`config.mk`:
```
export PLATFORM = sky130hd
export DESIGN_NAME = rtccal_regs
export DESIGN_NICKNAME = d
export VERILOG_FILES = /design/src/rtccal_pkg.sv /design/src/rtccal_month_days.sv /design/src/rtccal_regs.sv
export SDC_FILE = /design/constraint.sdc
export NUM_CORES = 1
export LEC_CHECK = 0
export BUFFER_PORTS_ARGS = -buffer_cell sky130_fd_sc_hd__buf_2
export CORE_MARGIN = 1
export CORE_UTILIZATION = 53
export CTS_CLUSTER_DIAMETER = 40
export CTS_CLUSTER_SIZE = 28
export DETAILED_ROUTE_END_ITERATION = 8
export PLACE_DENSITY = 0.73
export SETUP_SLACK_MARGIN = 0.1
export SLEW_MARGIN = 10
export SYNTH_ARGS = -nofsm -noshare
export SYNTH_HDL_FRONTEND = slang
export SYNTH_SLANG_ARGS = --single-unit
```
`constraint.sdc`:
```
create_clock -name ref_clk -period 3.3 [get_ports ref_clk]
set_input_delay 0.495 -clock ref_clk [delete_from_list [all_inputs] [get_ports ref_clk]]
set_output_delay 0.495 -clock ref_clk [all_outputs]
set_load 0.02 [all_outputs]
```
`src/rtccal_pkg.sv`:
```
// rtccal_pkg: offsets, field layout, reset values and helpers of the calendar
package rtccal_pkg;

  // ****************************************************************
  // register map (16-bit registers, byte addresses)
  // ****************************************************************
  localparam int          ADDR_W       = 5;
  localparam int          DATA_W       = 16;
  localparam int          NUM_ZONES    = 3;
  localparam logic [4:0]  OFS_HM_BASE  = 5'h00;
  localparam logic [4:0]  OFS_MD_BASE  = 5'h06;
  localparam logic [4:0]  OFS_YW_BASE  = 5'h0C;
  localparam logic [4:0]  ZONE_STRIDE  = 5'h02;
  localparam logic [4:0]  OFS_FLAGS    = 5'h12;
  localparam logic [4:0]  OFS_ENABLES  = 5'h14;
  localparam logic [4:0]  OFS_CONTROL  = 5'h16;

  // ****************************************************************
  // field positions
  // ****************************************************************
  localparam int HM_AP_BIT     = 14;
  localparam int HM_HOUR_MSB   = 13;
  localparam int HM_HOUR_LSB   = 8;
  localparam int HM_MIN_MSB    = 6;
  localparam int HM_MIN_LSB    = 0;
  localparam int MD_MON_MSB    = 12;
  localparam int MD_MON_LSB    = 8;
  localparam int MD_DAY_MSB    = 5;
  localparam int MD_DAY_LSB    = 0;
  localparam int YW_WK_MSB     = 10;
  localparam int YW_WK_LSB     = 8;
  localparam int YW_YEAR_MSB   = 7;
  localparam int YW_YEAR_LSB   = 0;
  localparam int CTL_FMT24_BIT = 0;
  localparam int CTL_BUSY_BIT  = 1;

  // cause flag / enable bit positions
  localparam int FLAG_REGULATION = 15;
  localparam int FLAG_SW_ONE     = 14;
  localparam int FLAG_SW_TEN     = 13;
  localparam int FLAG_SW_HUNDRED = 12;
  localparam int FLAG_ALARM      = 8;
  localparam int FLAG_DAY        = 7;
  localparam int FLAG_HOUR       = 6;
  localparam int FLAG_MINUTE     = 5;
  localparam int FLAG_SECOND     = 4;
  localparam int FLAG_HALF       = 3;
  localparam int FLAG_QUARTER    = 2;
  localparam int FLAG_EIGHTH     = 1;
  localparam int FLAG_THIRTY_SEC = 0;
  localparam logic [15:0] FLAG_MASK      = 16'hF1FF;
  localparam logic [15:0] EXT_CAUSE_MASK = 16'hF11F;

  // ****************************************************************
  // reset values and counter limits (BCD)
  // ****************************************************************
  localparam logic [7:0]  RST_HOUR      = 8'h12;
  localparam logic [7:0]  RST_MINUTE    = 8'h00;
  localparam logic [7:0]  RST_MONTH     = 8'h01;
  localparam logic [7:0]  RST_DAY       = 8'h01;
  localparam logic [7:0]  RST_YEAR      = 8'h00;
  localparam logic [2:0]  RST_WEEKDAY   = 3'h0;
  localparam logic        RST_AFTERNOON = 1'b0;
  localparam logic        RST_FMT24     = 1'b0;
  localparam logic [15:0] RST_FLAGS     = 16'h0000;
  localparam logic [15:0] RST_ENABLES   = 16'h0000;
  localparam logic [7:0]  MINUTE_LAST   = 8'h59;
  localparam logic [7:0]  HOUR12_LAST   = 8'h12;
  localparam logic [7:0]  HOUR12_PRE    = 8'h11;
  localparam logic [7:0]  HOUR24_LAST   = 8'h23;
  localparam logic [7:0]  MONTH_LAST    = 8'h12;
  localparam logic [7:0]  YEAR_LAST     = 8'h99;
  localparam logic [7:0]  BCD_ONE       = 8'h01;
  localparam logic [7:0]  BCD_ZERO      = 8'h00;
  localparam logic [2:0]  WEEKDAY_LAST  = 3'h6;
  localparam logic [2:0]  WEEKDAY_FIRST = 3'h0;

  // two-digit BCD increment without wrap
  function automatic logic [7:0] rtccal_bcd_inc(input logic [7:0] v);
    logic [7:0] r;
    r = v + 8'h01;
    if (v[3:0] == 4'h9) begin
      r = {v[7:4] + 4'h1, 4'h0};
    end
    return r;
  endfunction

endpackage

```
`src/rtccal_month_days.sv`:
```
// rtccal_month_days: last day of a month in BCD, leap years included
module rtccal_month_days
  import rtccal_pkg::*;
(
  // calendar inputs, BCD
  input  wire logic [7:0] month,
  input  wire logic [7:0] year,
  // last valid day, BCD
  output logic      [7:0] lastDay
);

  // ****************************************************************
  // leap year test on BCD digits
  // ****************************************************************
  // even tens: units 0,4,8 divide by four; odd tens: units 2,6 do
  wire evenTens = ~year[4];
  wire unitsEvenCase = (year[3:0] == 4'h0) || (year[3:0] == 4'h4) ||
                       (year[3:0] == 4'h8);
  wire unitsOddCase  = (year[3:0] == 4'h2) || (year[3:0] == 4'h6);
  // year 00 counts as leap, the two-digit range cannot tell centuries
  wire leapYear = evenTens ? unitsEvenCase : unitsOddCase;

  // ****************************************************************
  // month length selection
  // ****************************************************************
  wire isFebruary = (month == 8'h02);
  wire isShort    = (month == 8'h04) || (month == 8'h06) ||
                    (month == 8'h09) || (month == 8'h11);

  // length per month class
  assign lastDay = isFebruary ? (leapYear ? 8'h29 : 8'h28) :
                   isShort    ? 8'h30 : 8'h31;

endmodule

```
`src/rtccal_regs.sv`:
```
// rtccal_regs: three-zone BCD calendar counters with cause flags and enables
//
// Summary of operation
// - in 12-hour format software sets and reads afternoon flag, 1 afternoon
// - in 24-hour format afternoon flag stays 0, writes of 1 ignored
// - flag left at 1 by switch to 24-hour clears at next hour step
// - hour is BCD tens/units, 1..12 or 0..23 by format
// - minute is BCD tens/units, 0..59, readable and writable
// - month is one-bit tens and four-bit units BCD, 1..12
// - day counts 1..31, shorter for February, April, June, Sept, Nov
// - weekday is a three-bit modulo-seven counter, 0x0..0x6 only
// - weekday codes: Sunday 0x0 through Saturday 0x6
// - year is two BCD digits covering 0..99
// - cause flags read 1 once set; write 1 clears, write 0 keeps
// - flag bits 15..12 regulation and stopwatch; bits 11..9 read 0
// - flag bits 8..0 alarm, day, hour, minute, second and fractions
// - enable register mirrors flag positions, readable and writable
// - enable 1 lets its cause request an interrupt, 0 blocks it
module rtccal_regs
  import rtccal_pkg::*;
#(
  parameter int ZONES = NUM_ZONES
)
(
  // clock and reset
  input  wire logic              ref_clk,
  input  wire logic              reset,
  // register port
  input  wire logic [ADDR_W-1:0] regAddr,
  input  wire logic [DATA_W-1:0] regWrData,
  input  wire logic              regWrite,
  input  wire logic              regRead,
  output logic      [DATA_W-1:0] regRdData,
  // timekeeping inputs from the second counter and its neighbours
  input  wire logic              minuteCarry,
  input  wire logic              counterBusy,
  input  wire logic [15:0]       causeEvent,
  // interrupt request and format state
  output logic                   irqRequest,
  output logic                   hourFormat24
);

  // ****************************************************************
  // address decoding
  // ****************************************************************
  // zone copies sit one stride apart above each base
  function automatic logic zoneHit(input logic [ADDR_W-1:0] addr,
                                   input logic [ADDR_W-1:0] base,
                                   input int                zone);
    logic [ADDR_W-1:0] target;
    target = base + ADDR_W'(zone) * ZONE_STRIDE;
    return addr == target;
  endfunction

  wire writeFlags   = regWrite && (regAddr == OFS_FLAGS);
  wire writeEnables = regWrite && (regAddr == OFS_ENABLES);
  wire writeControl = regWrite && (regAddr == OFS_CONTROL);

  // ****************************************************************
  // per-zone calendar state
  // ****************************************************************
  logic [7:0] hourVal  [ZONES];
  logic [7:0] minVal   [ZONES];
  logic [7:0] monVal   [ZONES];
  logic [7:0] dayVal   [ZONES];
  logic [7:0] yearVal  [ZONES];
  logic [2:0] wkVal    [ZONES];
  logic       afternoon[ZONES];
  logic       hourStep [ZONES];
  logic       dayStep  [ZONES];
  logic [DATA_W-1:0] hmWord[ZONES];
  logic [DATA_W-1:0] mdWord[ZONES];
  logic [DATA_W-1:0] ywWord[ZONES];
  logic [ZONES-1:0]  hmSel;
  logic [ZONES-1:0]  mdSel;
  logic [ZONES-1:0]  ywSel;

  logic        fmt24;
  logic [15:0] flags;
  logic [15:0] enables;

  genvar z;
  generate
    for (z = 0; z < ZONES; z++) begin : gZone
      logic [7:0] lastDay;
      logic [7:0] next_hour;
      logic       next_ap;
      logic       minWrap;
      logic       dayWrap;
      logic       monWrap;
      logic       hmWr;
      logic       mdWr;
      logic       ywWr;

      rtccal_month_days uDays (
        .month   (monVal[z]),
        .year    (yearVal[z]),
        .lastDay (lastDay)
      );

      // selects for this zone's three registers
      assign hmSel[z] = zoneHit(regAddr, OFS_HM_BASE, z);
      assign mdSel[z] = zoneHit(regAddr, OFS_MD_BASE, z);
      assign ywSel[z] = zoneHit(regAddr, OFS_YW_BASE, z);
      assign hmWr     = regWrite && hmSel[z];
      assign mdWr     = regWrite && mdSel[z];
      assign ywWr     = regWrite && ywSel[z];

      // carry chain from the minute tick upward
      assign minWrap     = (minVal[z] == MINUTE_LAST);
      assign hourStep[z] = minuteCarry && minWrap;
      // the day ends at 23 in 24-hour format, at 11 pm in 12-hour format
      assign dayStep[z]  = hourStep[z] &&
                           (fmt24 ? (hourVal[z] == HOUR24_LAST) :
                            ((hourVal[z] == HOUR12_PRE) && afternoon[z]));
      assign dayWrap     = (dayVal[z] == lastDay);
      assign monWrap     = (monVal[z] == MONTH_LAST);

      // hour ranges 1..12 or 0..23, am/pm toggles on 11 -> 12
      always_comb begin
        next_hour = rtccal_bcd_inc(hourVal[z]);
        next_ap   = afternoon[z];
        if (fmt24) begin
          next_ap = 1'b0;
          if (hourVal[z] == HOUR24_LAST) begin
            next_hour = BCD_ZERO;
          end
        end else if (hourVal[z] == HOUR12_LAST) begin
          next_hour = BCD_ONE;
        end else if (hourVal[z] == HOUR12_PRE) begin
          next_ap = ~afternoon[z];
        end
      end

      // hour/minute register: write replaces, else count
      always_ff @(posedge ref_clk) begin
        if (reset) begin
          hourVal[z]   <= RST_HOUR;
          minVal[z]    <= RST_MINUTE;
          afternoon[z] <= RST_AFTERNOON;
        end else if (hmWr) begin
          hourVal[z] <= {2'b00, regWrData[HM_HOUR_MSB:HM_HOUR_LSB]};
          minVal[z]  <= {1'b0, regWrData[HM_MIN_MSB:HM_MIN_LSB]};
          // 24-hour: a 0 still clears, a 1 leaves the bit alone
          if (!fmt24) begin
            afternoon[z] <= regWrData[HM_AP_BIT];
          end else if (!regWrData[HM_AP_BIT]) begin
            afternoon[z] <= 1'b0;
          end
        end else if (minuteCarry) begin
          minVal[z] <= minWrap ? BCD_ZERO : rtccal_bcd_inc(minVal[z]);
          if (hourStep[z]) begin
            hourVal[z]   <= next_hour;
            afternoon[z] <= next_ap;
          end
        end
      end

      // month/day register
      always_ff @(posedge ref_clk) begin
        if (reset) begin
          monVal[z] <= RST_MONTH;
          dayVal[z] <= RST_DAY;
        end else if (mdWr) begin
          monVal[z] <= {3'b000, regWrData[MD_MON_MSB:MD_MON_LSB]};
          dayVal[z] <= {2'b00, regWrData[MD_DAY_MSB:MD_DAY_LSB]};
        end else if (dayStep[z]) begin
          dayVal[z] <= dayWrap ? BCD_ONE : rtccal_bcd_inc(dayVal[z]);
          if (dayWrap) begin
            monVal[z] <= monWrap ? BCD_ONE : rtccal_bcd_inc(monVal[z]);
          end
        end
      end

      // year/weekday register
      always_ff @(posedge ref_clk) begin
        if (reset) begin
          yearVal[z] <= RST_YEAR;
          wkVal[z]   <= RST_WEEKDAY;
        end else if (ywWr) begin
          yearVal[z] <= regWrData[YW_YEAR_MSB:YW_YEAR_LSB];
          // code 7 is not a weekday; it is taken as Sunday
          wkVal[z] <= (regWrData[YW_WK_MSB:YW_WK_LSB] > WEEKDAY_LAST) ?
                      WEEKDAY_FIRST : regWrData[YW_WK_MSB:YW_WK_LSB];
        end else if (dayStep[z]) begin
          wkVal[z] <= (wkVal[z] == WEEKDAY_LAST) ? WEEKDAY_FIRST :
                      wkVal[z] + 3'h1;
          if (dayWrap && monWrap) begin
            yearVal[z] <= (yearVal[z] == YEAR_LAST) ? BCD_ZERO :
                          rtccal_bcd_inc(yearVal[z]);
          end
        end
      end

      // read images, reserved bits tied to zero
      assign hmWord[z] = {1'b0, afternoon[z], hourVal[z][5:0],
                          1'b0, minVal[z][6:0]};
      assign mdWord[z] = {3'b000, monVal[z][4:0], 2'b00, dayVal[z][5:0]};
      assign ywWord[z] = {5'b00000, wkVal[z], yearVal[z]};
    end
  endgenerate

  // ****************************************************************
  // control register: hour format and busy status
  // ****************************************************************
  // writes during busy are not blocked here; software owes the wait
  always_ff @(posedge ref_clk) begin
    if (reset) begin
      fmt24 <= RST_FMT24;
    end else if (writeControl) begin
      fmt24 <= regWrData[CTL_FMT24_BIT];
    end
  end

  // ****************************************************************
  // cause flags and enables
  // ****************************************************************
  // day and hour causes follow the main zone's own carries, the minute cause follows the shared minuteCarry input
  logic [15:0] setVector;
  logic [15:0] next_flags;
  logic [15:0] next_enables;

  always_comb begin
    setVector              = causeEvent & EXT_CAUSE_MASK;
    setVector[FLAG_DAY]    = dayStep[0];
    setVector[FLAG_HOUR]   = hourStep[0];
    setVector[FLAG_MINUTE] = minuteCarry;
  end

  // a cause arriving with its clear keeps the flag set
  assign next_flags = ((flags & ~({16{writeFlags}} & regWrData)) |
                       setVector) & FLAG_MASK;
  assign next_enables = writeEnables ? (regWrData & FLAG_MASK) :
                        enables;

  always_ff @(posedge ref_clk) begin
    if (reset) begin
      flags   <= RST_FLAGS;
      enables <= RST_ENABLES;
    end else begin
      flags   <= next_flags;
      enables <= next_enables;
    end
  end

  // request built from next state so it moves with the flag register
  always_ff @(posedge ref_clk) begin
    if (reset) begin
      irqRequest <= 1'b0;
    end else begin
      irqRequest <= |(next_flags & next_enables);
    end
  end

  // ****************************************************************
  // read path
  // ****************************************************************
  logic [DATA_W-1:0] readMux;

  always_comb begin
    readMux = '0;
    for (int i = 0; i < ZONES; i++) begin
      if (hmSel[i]) readMux = hmWord[i];
      if (mdSel[i]) readMux = mdWord[i];
      if (ywSel[i]) readMux = ywWord[i];
    end
    if (regAddr == OFS_FLAGS) readMux = flags;
    if (regAddr == OFS_ENABLES) readMux = enables;
    if (regAddr == OFS_CONTROL) begin
      readMux = '0;
      readMux[CTL_FMT24_BIT] = fmt24;
      readMux[CTL_BUSY_BIT]  = counterBusy;
    end
  end

  // data stands only in the cycle after the read strobe
  always_ff @(posedge ref_clk) begin
    if (reset) begin
      regRdData    <= '0;
      hourFormat24 <= RST_FMT24;
    end else begin
      regRdData    <= regRead ? readMux : '0;
      hourFormat24 <= writeControl ? regWrData[CTL_FMT24_BIT] : fmt24;
    end
  end

endmodule

```
Word level (Yosys, flattened, before mapping)
Memory sizes are Yosys's and may differ from the RTL's.
Index checks and enable logic that the tools add are counted.
{"block": "totals", "elab_cells": 518, "in_bits": 43, "register_bits": 50, "out_inout_bits": 18, "ramBits": 132, "mem_count": 7}
{"name": "dayVal", "words": 3, "word_bits": 8, "read_ports": 3, "rd_ports_with_merged_regs": 0, "write_ports": 3, "line": "rtccal_regs.sv:65", "text": "logic [7:0] dayVal [ZONES];"}
{"name": "hourVal", "words": 3, "word_bits": 8, "read_ports": 3, "rd_ports_with_merged_regs": 0, "write_ports": 3, "line": "rtccal_regs.sv:62", "text": "logic [7:0] hourVal [ZONES];"}
{"name": "minVal", "words": 3, "word_bits": 8, "read_ports": 3, "rd_ports_with_merged_regs": 0, "write_ports": 3, "line": "rtccal_regs.sv:63", "text": "logic [7:0] minVal [ZONES];"}
{"name": "monVal", "words": 3, "word_bits": 8, "read_ports": 3, "rd_ports_with_merged_regs": 0, "write_ports": 3, "line": "rtccal_regs.sv:64", "text": "logic [7:0] monVal [ZONES];"}
{"name": "yearVal", "words": 3, "word_bits": 8, "read_ports": 3, "rd_ports_with_merged_regs": 0, "write_ports": 3, "line": "rtccal_regs.sv:66", "text": "logic [7:0] yearVal [ZONES];"}
{"name": "wkVal", "words": 3, "word_bits": 3, "read_ports": 3, "rd_ports_with_merged_regs": 0, "write_ports": 3, "line": "rtccal_regs.sv:67", "text": "logic [2:0] wkVal [ZONES];"}
{"name": "+1 memories"}
{"block": "classes", "reduce_logical": 49, "eq_ne": 77, "add_sub_neg": 33, "mux": 290, "order_cmp": 1, "bitwise_logic": 54}
{"op": "$mux 8", "count": 111}
{"op": "$mux 16", "count": 11}
{"op": "$mux 1", "count": 156}
{"op": "$add 8x1->8 const B", "count": 15}
{"op": "$eq 8x5->1 const B", "count": 12}
{"op": "$eq 4x4->1 const B", "count": 18}
{"op": "$add 4x1->4 const B", "count": 15}
{"op": "$and 16x16->16", "count": 3}
{"op": "$eq 8x3->1 const B", "count": 6}
{"op": "$or 1x1->1", "count": 45}
{"op": "$mux 3", "count": 10}
{"op": "$eq 4x3->1 const B", "count": 6}
{"op": "$eq 8x2->1 const B", "count": 3}
{"op": "$eq 8x4->1 const B", "count": 3}
{"op": "$eq 8x6->1 const B", "count": 3}
{"op": "$eq 8x7->1 const B", "count": 3}
{"op": "$eq 8x8->1", "count": 3}
{"op": "$eq 8x8->1 const B", "count": 3}
{"op": "$logic_and 1x1->1", "count": 24}
{"op": "$eq 5x4->1 const B", "count": 4}
{"op": "$eq 5x5->1 const B", "count": 4}
{"op": "$logic_or 1x1->1", "count": 18}
{"op": "$not 16->16", "count": 1}
{"op": "$or 16x16->16", "count": 1}
{"op": "other kinds (14)", "count": 26}

Longest topological paths before layout
Gate-level depths: netlist (run 1).
An unclocked memory read counts as a cell.
{"block": "logic_depth", "ltp_word": 15, "mapped_depth": 10, "depth_no_buf": 8}

Cells and area by module
A second synthesis (run 1) with hierarchy kept.
{"block": "hier_totals", "hier_cells": 1433, "hier_area_um2": 12449.4}
{"mod": "rtccal_regs", "area_each_um2": 12025.3, "instances": 1, "seq_area_each_um2": 4844.6, "cells_per_inst": 1370}
{"mod": "rtccal_month_days", "area_each_um2": 141.4, "instances": 3, "seq_area_each_um2": 0.0, "cells_per_inst": 21}

Worst setup path before layout (run 1)
OpenSTA, ideal clock, no wires.
{"block": "synth_timing", "path_type": "register to register", "from": "memory hourVal[2][5]", "to": "memory monVal[2][0] (enable)", "path_slack_ns": 0.126, "n_path_buf": 2, "synth_period_minus_slack_ns": 3.174, "t_required_ns": 2.916, "setup_time_ns": 0.384, "path_stages_with_launch": 10, "arrival_time_ns": 2.790, "cell_sequence": "edfxtp_1 -> inv_1 -> ha_1 -> or3b_2 -> a211oi_1 -> nand3b_1 -> or2_2 -> buf_2 -> buf_2 -> o21ai_0"}
{"element": "start, declared", "line": "rtccal_regs.sv:62"}
{"element": "end, declared", "line": "rtccal_regs.sv:64"}

==> flow_metrics.env, run 1 <==
export IMPL_syn_num_nets=1533
export IMPL_layout_drive_gt1_share_pct=11.6
export IMPL_rsz0062_at_grt="false"
export IMPL_cts_buffers=17
export IMPL_pre_cts_slack_ps=352
export IMPL_placementRows=55
export IMPL_die_area_um2=24100
export IMPL_ctsHtreeMaxLevel=4
export IMPL_ff2ff_setup_slack_ps=230
export IMPL_seqPwrFrac_pct=49.3
export IMPL_setup_viol=0
export IMPL_antenna_found_initial=0
export IMPL_pin_count=61
export IMPL_crit_family="simple AND/OR/NAND/NOR gates"
export IMPL_synth_ff_type="edfxtp_1"
export IMPL_synth_top_area_share_pct=31.8
export IMPL_avgSynthCellArea_um2=8.62
export IMPL_reg2reg_depth=8
export IMPL_ir_drop_v=0.000332
export IMPL_combPwrFrac_pct=12.1
export IMPL_cts_resized=0
export IMPL_power_density_nw_per_um2=394
export IMPL_grt_pass1_wl_mm=59.4
export IMPL_hold_path_class="in -> reg"
export IMPL_cts_hold_buf=0
export IMPL_gp_congestion=0.992
export IMPL_max_freq_ghz=0.326
export IMPL_fin_crit_sh_pct=93.0
export IMPL_yosys_register_bits=176
export IMPL_end_kind="register"
export IMPL_syn_inst=1445
export IMPL_fp_dieW_um=155
export IMPL_yosys_warnings=0
export IMPL_fin_util_pct=59.7
export IMPL_num_vias=11612
export IMPL_clkPwrFrac_pct=38.6
export IMPL_dpl_hpwl_mm=27.5
export IMPL_hold_violations=0
export IMPL_drt_iter0_markers=1455
export IMPL_area_growth_pct=9.58
export IMPL_intPower_w=0.00375
export IMPL_yosysSeqAreaShare_pct=38.9
export IMPL_setup_ws_ps=232
export IMPL_cts_root_buf="clkbuf_16"
export IMPL_cts_buffer_depth=2
export IMPL_cp_required_ps=3470
export IMPL_yosysTopAreaCell="edfxtp_1"
export IMPL_cts_clk_slew_worst_paths_ps=80
export IMPL_grt_max_degree=26
export IMPL_io_buffers=54
export IMPL_leakage_nw=5.07
export IMPL_arrival_ps=3230
export IMPL_whs_path_depth=3
export IMPL_async_flop_share_pct=0
export IMPL_nets=1552
export IMPL_grt_remaining_overflow=0
export IMPL_reg2reg_from="hourVal[2][5]$_SDFFCE_PN0P_"
export IMPL_critPathLaunchType="register"
export IMPL_drv_slew=0
export IMPL_outcome="complete, no violations"
export IMPL_holdPathEnd="flags[15]$_SDFF_PP0_"
export IMPL_net_switching_power_w=0.00162
export IMPL_yosysUniqueCellTypes=84
export IMPL_grt_pass1_vias=10466
export IMPL_swShare_pct=30.3
export IMPL_r2r_end="monVal[2][5]$_SDFFCE_PP0P_"
export IMPL_route_detailed_drc=0
export IMPL_initial_core_util_pct=54.5
export IMPL_critPathMaxFanout=17
export IMPL_max_cap_violations=0
export IMPL_timing_clock_skew_ps=12.9
export IMPL_die_y_um=155
export IMPL_core_area_um2=22800
export IMPL_viasPerCell=6.48
export IMPL_syn_area_um2=12500
export IMPL_critPathKind="reg -> reg"
export IMPL_cts_tree="yes"
export IMPL_worst_path_max_delay_cell="a211oi_1"
export IMPL_hold_start="causeEvent[15]"
export IMPL_drtPass1Iterations=6
export IMPL_cts_sinks=176
export IMPL_clkLatencyLatePin_ps=450
export IMPL_drt_total_wl_mm=38.4
export IMPL_wl_per_cell_um=21.5
export IMPL_worst_path_largest_cell_delay_ps=500
export IMPL_detail_route_antenna_nets=0
export IMPL_tns_ps=0
export IMPL_path_cells="inv_1 > ha_1 > or3b_2 > a211oi_1 > nand3b_1 > or2_2 > o21ai_0 > buf_4"
export IMPL_worst_slew_margin_rel_pct=43.0
export IMPL_period_minus_slack_ps=3070
export IMPL_cp_buffers_inverters=2
export IMPL_cts_setup_buffers=0
export IMPL_worstMarginPinSlew_ps=852
export IMPL_synth_edf_count=132
export IMPL_grt_total_usage_pct=32.2
export IMPL_netlist_top_cells_area="edfxtp_1 32%, dfxtp_1 7.1%, nand2_1 5.9%, ha_1 4.5%, o21ai_0 4.3%"
export IMPL_whs_ps=269
[layout by cell type, fill, tap and decap left out, types with 45 or more instances in the layout]
cell and instances:
edfxtp_1 132, buf_2 54, a21oi_1 100, buf_4 46, nand2_1 196, nand3_1 58
ha_1 45, inv_1 61, o21ai_0 106, nor2_1 112
[how the worst max path moves through the flow]
| stage | start | endpoint | slack (ps) | cells past startpoint |
|---|---|---|---|---|
| finish | hourVal[2][5]$_SDFFCE_PN0P_ | monVal[2][5]$_SDFFCE_PP0P_ | 230 | 8 |
| global route | monVal[2][4]$_SDFFCE_PN0P_ | monVal[2][6]$_SDFFCE_PP0P_ | 160 | 8 |
| CTS | hourVal[2][5]$_SDFFCE_PN0P_ | monVal[2][2]$_SDFFCE_PN0P_ | 350 | 8 |
| detailed placement | hourVal[2][5]$_SDFFCE_PN0P_ | monVal[2][7]$_SDFFCE_PP0P_ | 350 | 8 |
| global placement | hourVal[2][5]$_SDFFCE_PN0P_ | monVal[2][7]$_SDFFCE_PP0P_ | 380 | 8 |
| floorplan | hourVal[2][5]$_SDFFCE_PN0P_ | monVal[2][0]$_SDFFCE_PN1P_ | 130 | 9 |
[cell families after synthesis]
logic type      Yosys count  share of synthesized area (%)
buf+inv                 161                           5.29
simple gates            556                           22.1
fa+ha+maj                45                           4.52
mux                      35                           2.86
xor+xnor                 76                           5.35
compound gates          396                           21.0
flops                   176                           38.9
[tightest hold or removal path: stages]
cell and delay [ps]:
buf_2 80, a21oi_1 40, nor2_1 70
[power groups by stage]
| stage | sequential, W | clock [W] | combinational, W |
|---|---|---|---|
| detailed placement | 0.00269 | 0 | 0.000629 |
| CTS | 0.00264 | 0.00208 | 0.000635 |
| finish | 0.00265 | 0.00207 | 0.000652 |
| floorplan | 0.00260 | 0 | 0.000467 |
| global placement | 0.00268 | 0 | 0.000619 |
| global route | 0.00266 | 0.00217 | 0.000699 |
[final cells by class]
class	instances	area (µm²)
Antenna cell	1	2.50
Multi-Input combinational cell	1108	6950
Clock buffer	17	425
Timing Repair Buffer	100	616
Sequential cell	176	4840
Fill cell	2035	9200
Clock inverter	15	181
Inverter	61	229
Tap cell	313	392
[cell usage after synthesis (5+ instances only)]
library cell and number:
nand2_1 196, edfxtp_1 132, nor2_1 112, o21ai_0 106
a21oi_1 100, clkbuf_1 76, inv_1 61, nand3_1 58
ha_1 45, dfxtp_1 44, xnor2_1 39, xor2_1 37
a22oi_1 30, mux2i_1 30, nor3_1 26, nand4_1 21
nor2b_1 20, a22o_1 19, nand2b_1 16, and3_1 15
nor3b_1 15, buf_2 14, o22ai_1 14, nand3b_1 13
a31oi_1 12, nor4_1 12, o211ai_1 12, a211oi_1 11
or3_1 9, a32o_1 8, and2_1 8, o31ai_1 8
a32oi_1 7, or2_2 7, a221o_1 5, mux2_2 5
o22a_1 5
[stage by stage]
step / instance area [µm²] / instances / total power, W
after floorplan: 12500 / 1445 / 0.00307
after global placement: 13000 / 1758 / 0.00330
after detailed placement: 13000 / 1758 / 0.00332
after CTS: 13600 / 1790 / 0.00535
after global routing: 13600 / 1790 / 0.00553
final: 13600 / 1791 / 0.00537
[routing by layer]
metal,part of all wire [%],vias to the layer above,global-route usage [%]
met1,42,5470,45.6
met4,3.5,0,12.3
met2,44,719,49.2
li1,-,5327,-
met3,11,96,5.63
met5,0,-,0
[state kept, by name, summed over array words and instances (netlist names), 3 cells and up]
register and count:
hourVal 24, wkVal 9, enables 13, flags 13
minVal 24, monVal 24, dayVal 24, yearVal 24
regRdData 16, afternoon 3
Power figures use the tool's default switching activity.
==> inputs of run 2 (changes only) <==
--- a/config.mk
+++ b/config.mk
@@ -5,6 +5,7 @@
 export SDC_FILE = /design/constraint.sdc
 export NUM_CORES = 1
 export LEC_CHECK = 0
+export ABC_AREA = 1
 export BUFFER_PORTS_ARGS = -buffer_cell sky130_fd_sc_hd__buf_2
 export CORE_MARGIN = 1
 export CORE_UTILIZATION = 53
==> run 2 against run 1 <==
Net effect: final cell count grew 9.5%; sequential power shrank 2%; non-clock buffer count shrank 29; register-to-register slack gained 170 ps; largest power group unchanged; highest routed layer unchanged.
==> flow_metrics.env, run 2 <==
export IMPL_fin_crit_sh_pct=88.0
export IMPL_end_kind="register"
export IMPL_power_density_nw_per_um2=404
export IMPL_register_area_um2=4840
export IMPL_cts_hold_buf=0
export IMPL_path_cells="inv_1 > ha_1 > nor3b_1 > nand2_1 > a21oi_1 > nor2_1 > nand2_1 > nand2_1 > nor2_4 > nand2_1 > nand2_1"
export IMPL_placementRows=54
export IMPL_yosys_register_bits=176
export IMPL_synth_top_area_share_pct=33.6
export IMPL_drt_iter0_markers=1423
export IMPL_critPathMaxFanout=9
export IMPL_net_switching_power_w=0.00155
export IMPL_max_freq_ghz=0.345
export IMPL_drv_slew=0
export IMPL_num_vias=11541
export IMPL_layout_common_cells="419 x nand2_1, 218 x inv_1, 159 x nor2_1"
export IMPL_initial_core_util_pct=54.1
export IMPL_place_area_um2=12500
export IMPL_finalNonFillerCells=1961
export IMPL_antenna_found_initial=0
export IMPL_grt_util_met1_pct=44.2
export IMPL_nets=1756
export IMPL_syn_num_nets=1689
export IMPL_grt_pass1_wl_mm=55.7
export IMPL_route_detailed_drc=0
export IMPL_rsz0062_at_grt="false"
export IMPL_yosys_warnings=0
export IMPL_setup_viol=0
export IMPL_cts_sinks=176
export IMPL_cts_buffers=17
export IMPL_gp_congestion=1.01
export IMPL_yosysSeqAreaShare_pct=41.0
export IMPL_clkLatencyLatePin_ps=450
export IMPL_globalRoute_busiestLayer="met2"
export IMPL_max_cap_violations=0
export IMPL_synthMostInstantiatedCell="nand2_1"
export IMPL_combPwrFrac_pct=11.3
export IMPL_netlist_top_cells_area="edfxtp_1 34%, nand2_1 13%, dfxtp_1 7.5%, inv_1 6.9%, nor2_1 5.1%"
export IMPL_tns_ps=0
export IMPL_wl_per_cell_um=18.6
export IMPL_stdcell_area_um2=13000
export IMPL_avgSynthCellArea_um2=7.38
export IMPL_cts_buffer_depth=2
export IMPL_intPower_w=0.00371
export IMPL_timing_clock_skew_ps=14.6
export IMPL_worst_path_largest_cell_delay_ps=500
export IMPL_drtPass1Iterations=9
export IMPL_pre_cts_slack_ps=499
export IMPL_yosysTopAreaCell="edfxtp_1"
export IMPL_outcome="complete, no violations"
export IMPL_hold_path_class="in -> reg"
export IMPL_critPathLaunchType="register"
export IMPL_dp_cells=1929
export IMPL_n_antenna_cell=0
export IMPL_yosysUniqueCellTypes=46
export IMPL_synth_common_cells="419 x nand2_1, 218 x inv_1, 159 x nor2_1, 132 x edfxtp_1, 119 x nand3_1"
export IMPL_cts_clk_slew_worst_paths_ps=80
export IMPL_multi_input_area_um2=6020
export IMPL_layout_drive_gt1_share_pct=8.69
export IMPL_seqPwrFrac_pct=49.5
export IMPL_worst_path_max_delay_cell="edfxtp_1"
export IMPL_drt_total_wl_mm=36.4
export IMPL_clkPwrFrac_pct=39.2
export IMPL_cts_tree="yes"
export IMPL_hold_violations=0
export IMPL_cts_resized=0
export IMPL_grt_pass1_vias=10447
export IMPL_cts_root_buf="clkbuf_16"
export IMPL_ctsHtreeMaxLevel=4
export IMPL_io_buffers=54
export IMPL_synth_edf_count=132
export IMPL_syn_inst=1601
export IMPL_grt_total_usage_pct=32.4
export IMPL_cp_required_ps=3410
export IMPL_cts_setup_buffers=0
export IMPL_swShare_pct=29.5
export IMPL_grt_remaining_overflow=0
export IMPL_leakage_nw=5.77
export IMPL_viasPerCell=5.89
export IMPL_worstMarginPinSlew_ps=615
export IMPL_synth_ff_type="edfxtp_1"
export IMPL_arrival_ps=3020
export IMPL_period_minus_slack_ps=2900
export IMPL_pin_count=61
export IMPL_ir_drop_v=0.000348
export IMPL_setup_ws_ps=398
export IMPL_die_area_um2=22900
export IMPL_critPathKind="reg -> reg"
export IMPL_fin_total_pwr_w=0.00526
export IMPL_core_area_um2=21800
export IMPL_met2_usage_pct=50.6
export IMPL_final_common_cell="nand2_1"
export IMPL_detail_route_antenna_nets=0
export IMPL_grt_max_degree=32
export IMPL_dpl_hpwl_mm=27.5
export IMPL_async_flop_share_pct=0
export IMPL_syn_area_um2=11800
export IMPL_fillers=2020
export IMPL_die_y_um=151
export IMPL_fp_dieW_um=151
export IMPL_worst_slew_margin_rel_pct=58.7
export IMPL_area_growth_pct=10.4
export IMPL_grtUsageMet3_pct=6.20
export IMPL_crit_path_frequent_cell="nand2_1"
run 2: cell type report:
type                            instances  share of cell area (%)
Sequential cell                       176                    37.1
Tap cell                              280                    2.69
Clock inverter                         14                    1.07
Multi-Input combinational cell       1178                    46.1
Clock buffer                           18                    3.45
Inverter                              224                    6.45
Timing Repair Buffer                   71                    3.05
run 2: per-layer routing:
metal / vias to the layer above / share of wire [%]
li1: 5505 / -
met4: 0 / 3.1
met2: 616 / 45
met5: - / 0
met1: 5343 / 41
met3: 77 / 11
run 2: kinds of logic (layout without fill, tap and decap cells):
family / Yosys count / count (layout) / share of synthesized area (%)
simple gates: 806 / 806 / 29.6
buf+inv: 247 / 327 / 8.05
flops: 176 / 176 / 41.0
compound gates: 286 / 286 / 13.5
xor+xnor: 41 / 41 / 3.04
fa+ha+maj: 45 / 45 / 4.77
run 2: power by group through the flow:
| stage | sequential, W | combinational, W | clock (W) |
|---|---|---|---|
| finish | 0.00260 | 0.000594 | 0.00206 |
| global route | 0.00262 | 0.000653 | 0.00214 |
| CTS | 0.00260 | 0.000580 | 0.00207 |
| detailed placement | 0.00265 | 0.000575 | 0 |
| global placement | 0.00264 | 0.000564 | 0 |
| floorplan | 0.00262 | 0.000375 | 0 |
run 2: worst max-delay path: cells and delay by family (launching register included):
family	cells	cell delay [ps]
AOI/OAI and AO/OA	1	220
buffers and inverters	1	150
DFF	1	500
and+or+nand+nor	8	1550
adders and majority gates	1	150
run 2: per-stage QoR:
step	hold WS (ps)	utilization (%)
2_1_floorplan	439	-
5_1_grt	311	59.8
6_report	296	59.8
4_1_cts	291	59.8
3_3_place_gp	462	57.1
3_5_place_dp	461	57.1
run 2: worst paths after layout:
path	from	end	slack, ps	depth (start not counted)
max reg2reg	monVal[0][4]$_DFFE_PP_	yearVal[0][7]$_DFFE_PP_	400	11
min reg2reg	flags[15]$_SDFF_PP0_	regRdData[15]$_SDFF_PP0_	480	2
min	causeEvent[15]	flags[15]$_SDFF_PP0_	300	3
max	monVal[0][4]$_DFFE_PP_	yearVal[0][7]$_DFFE_PP_	400	11
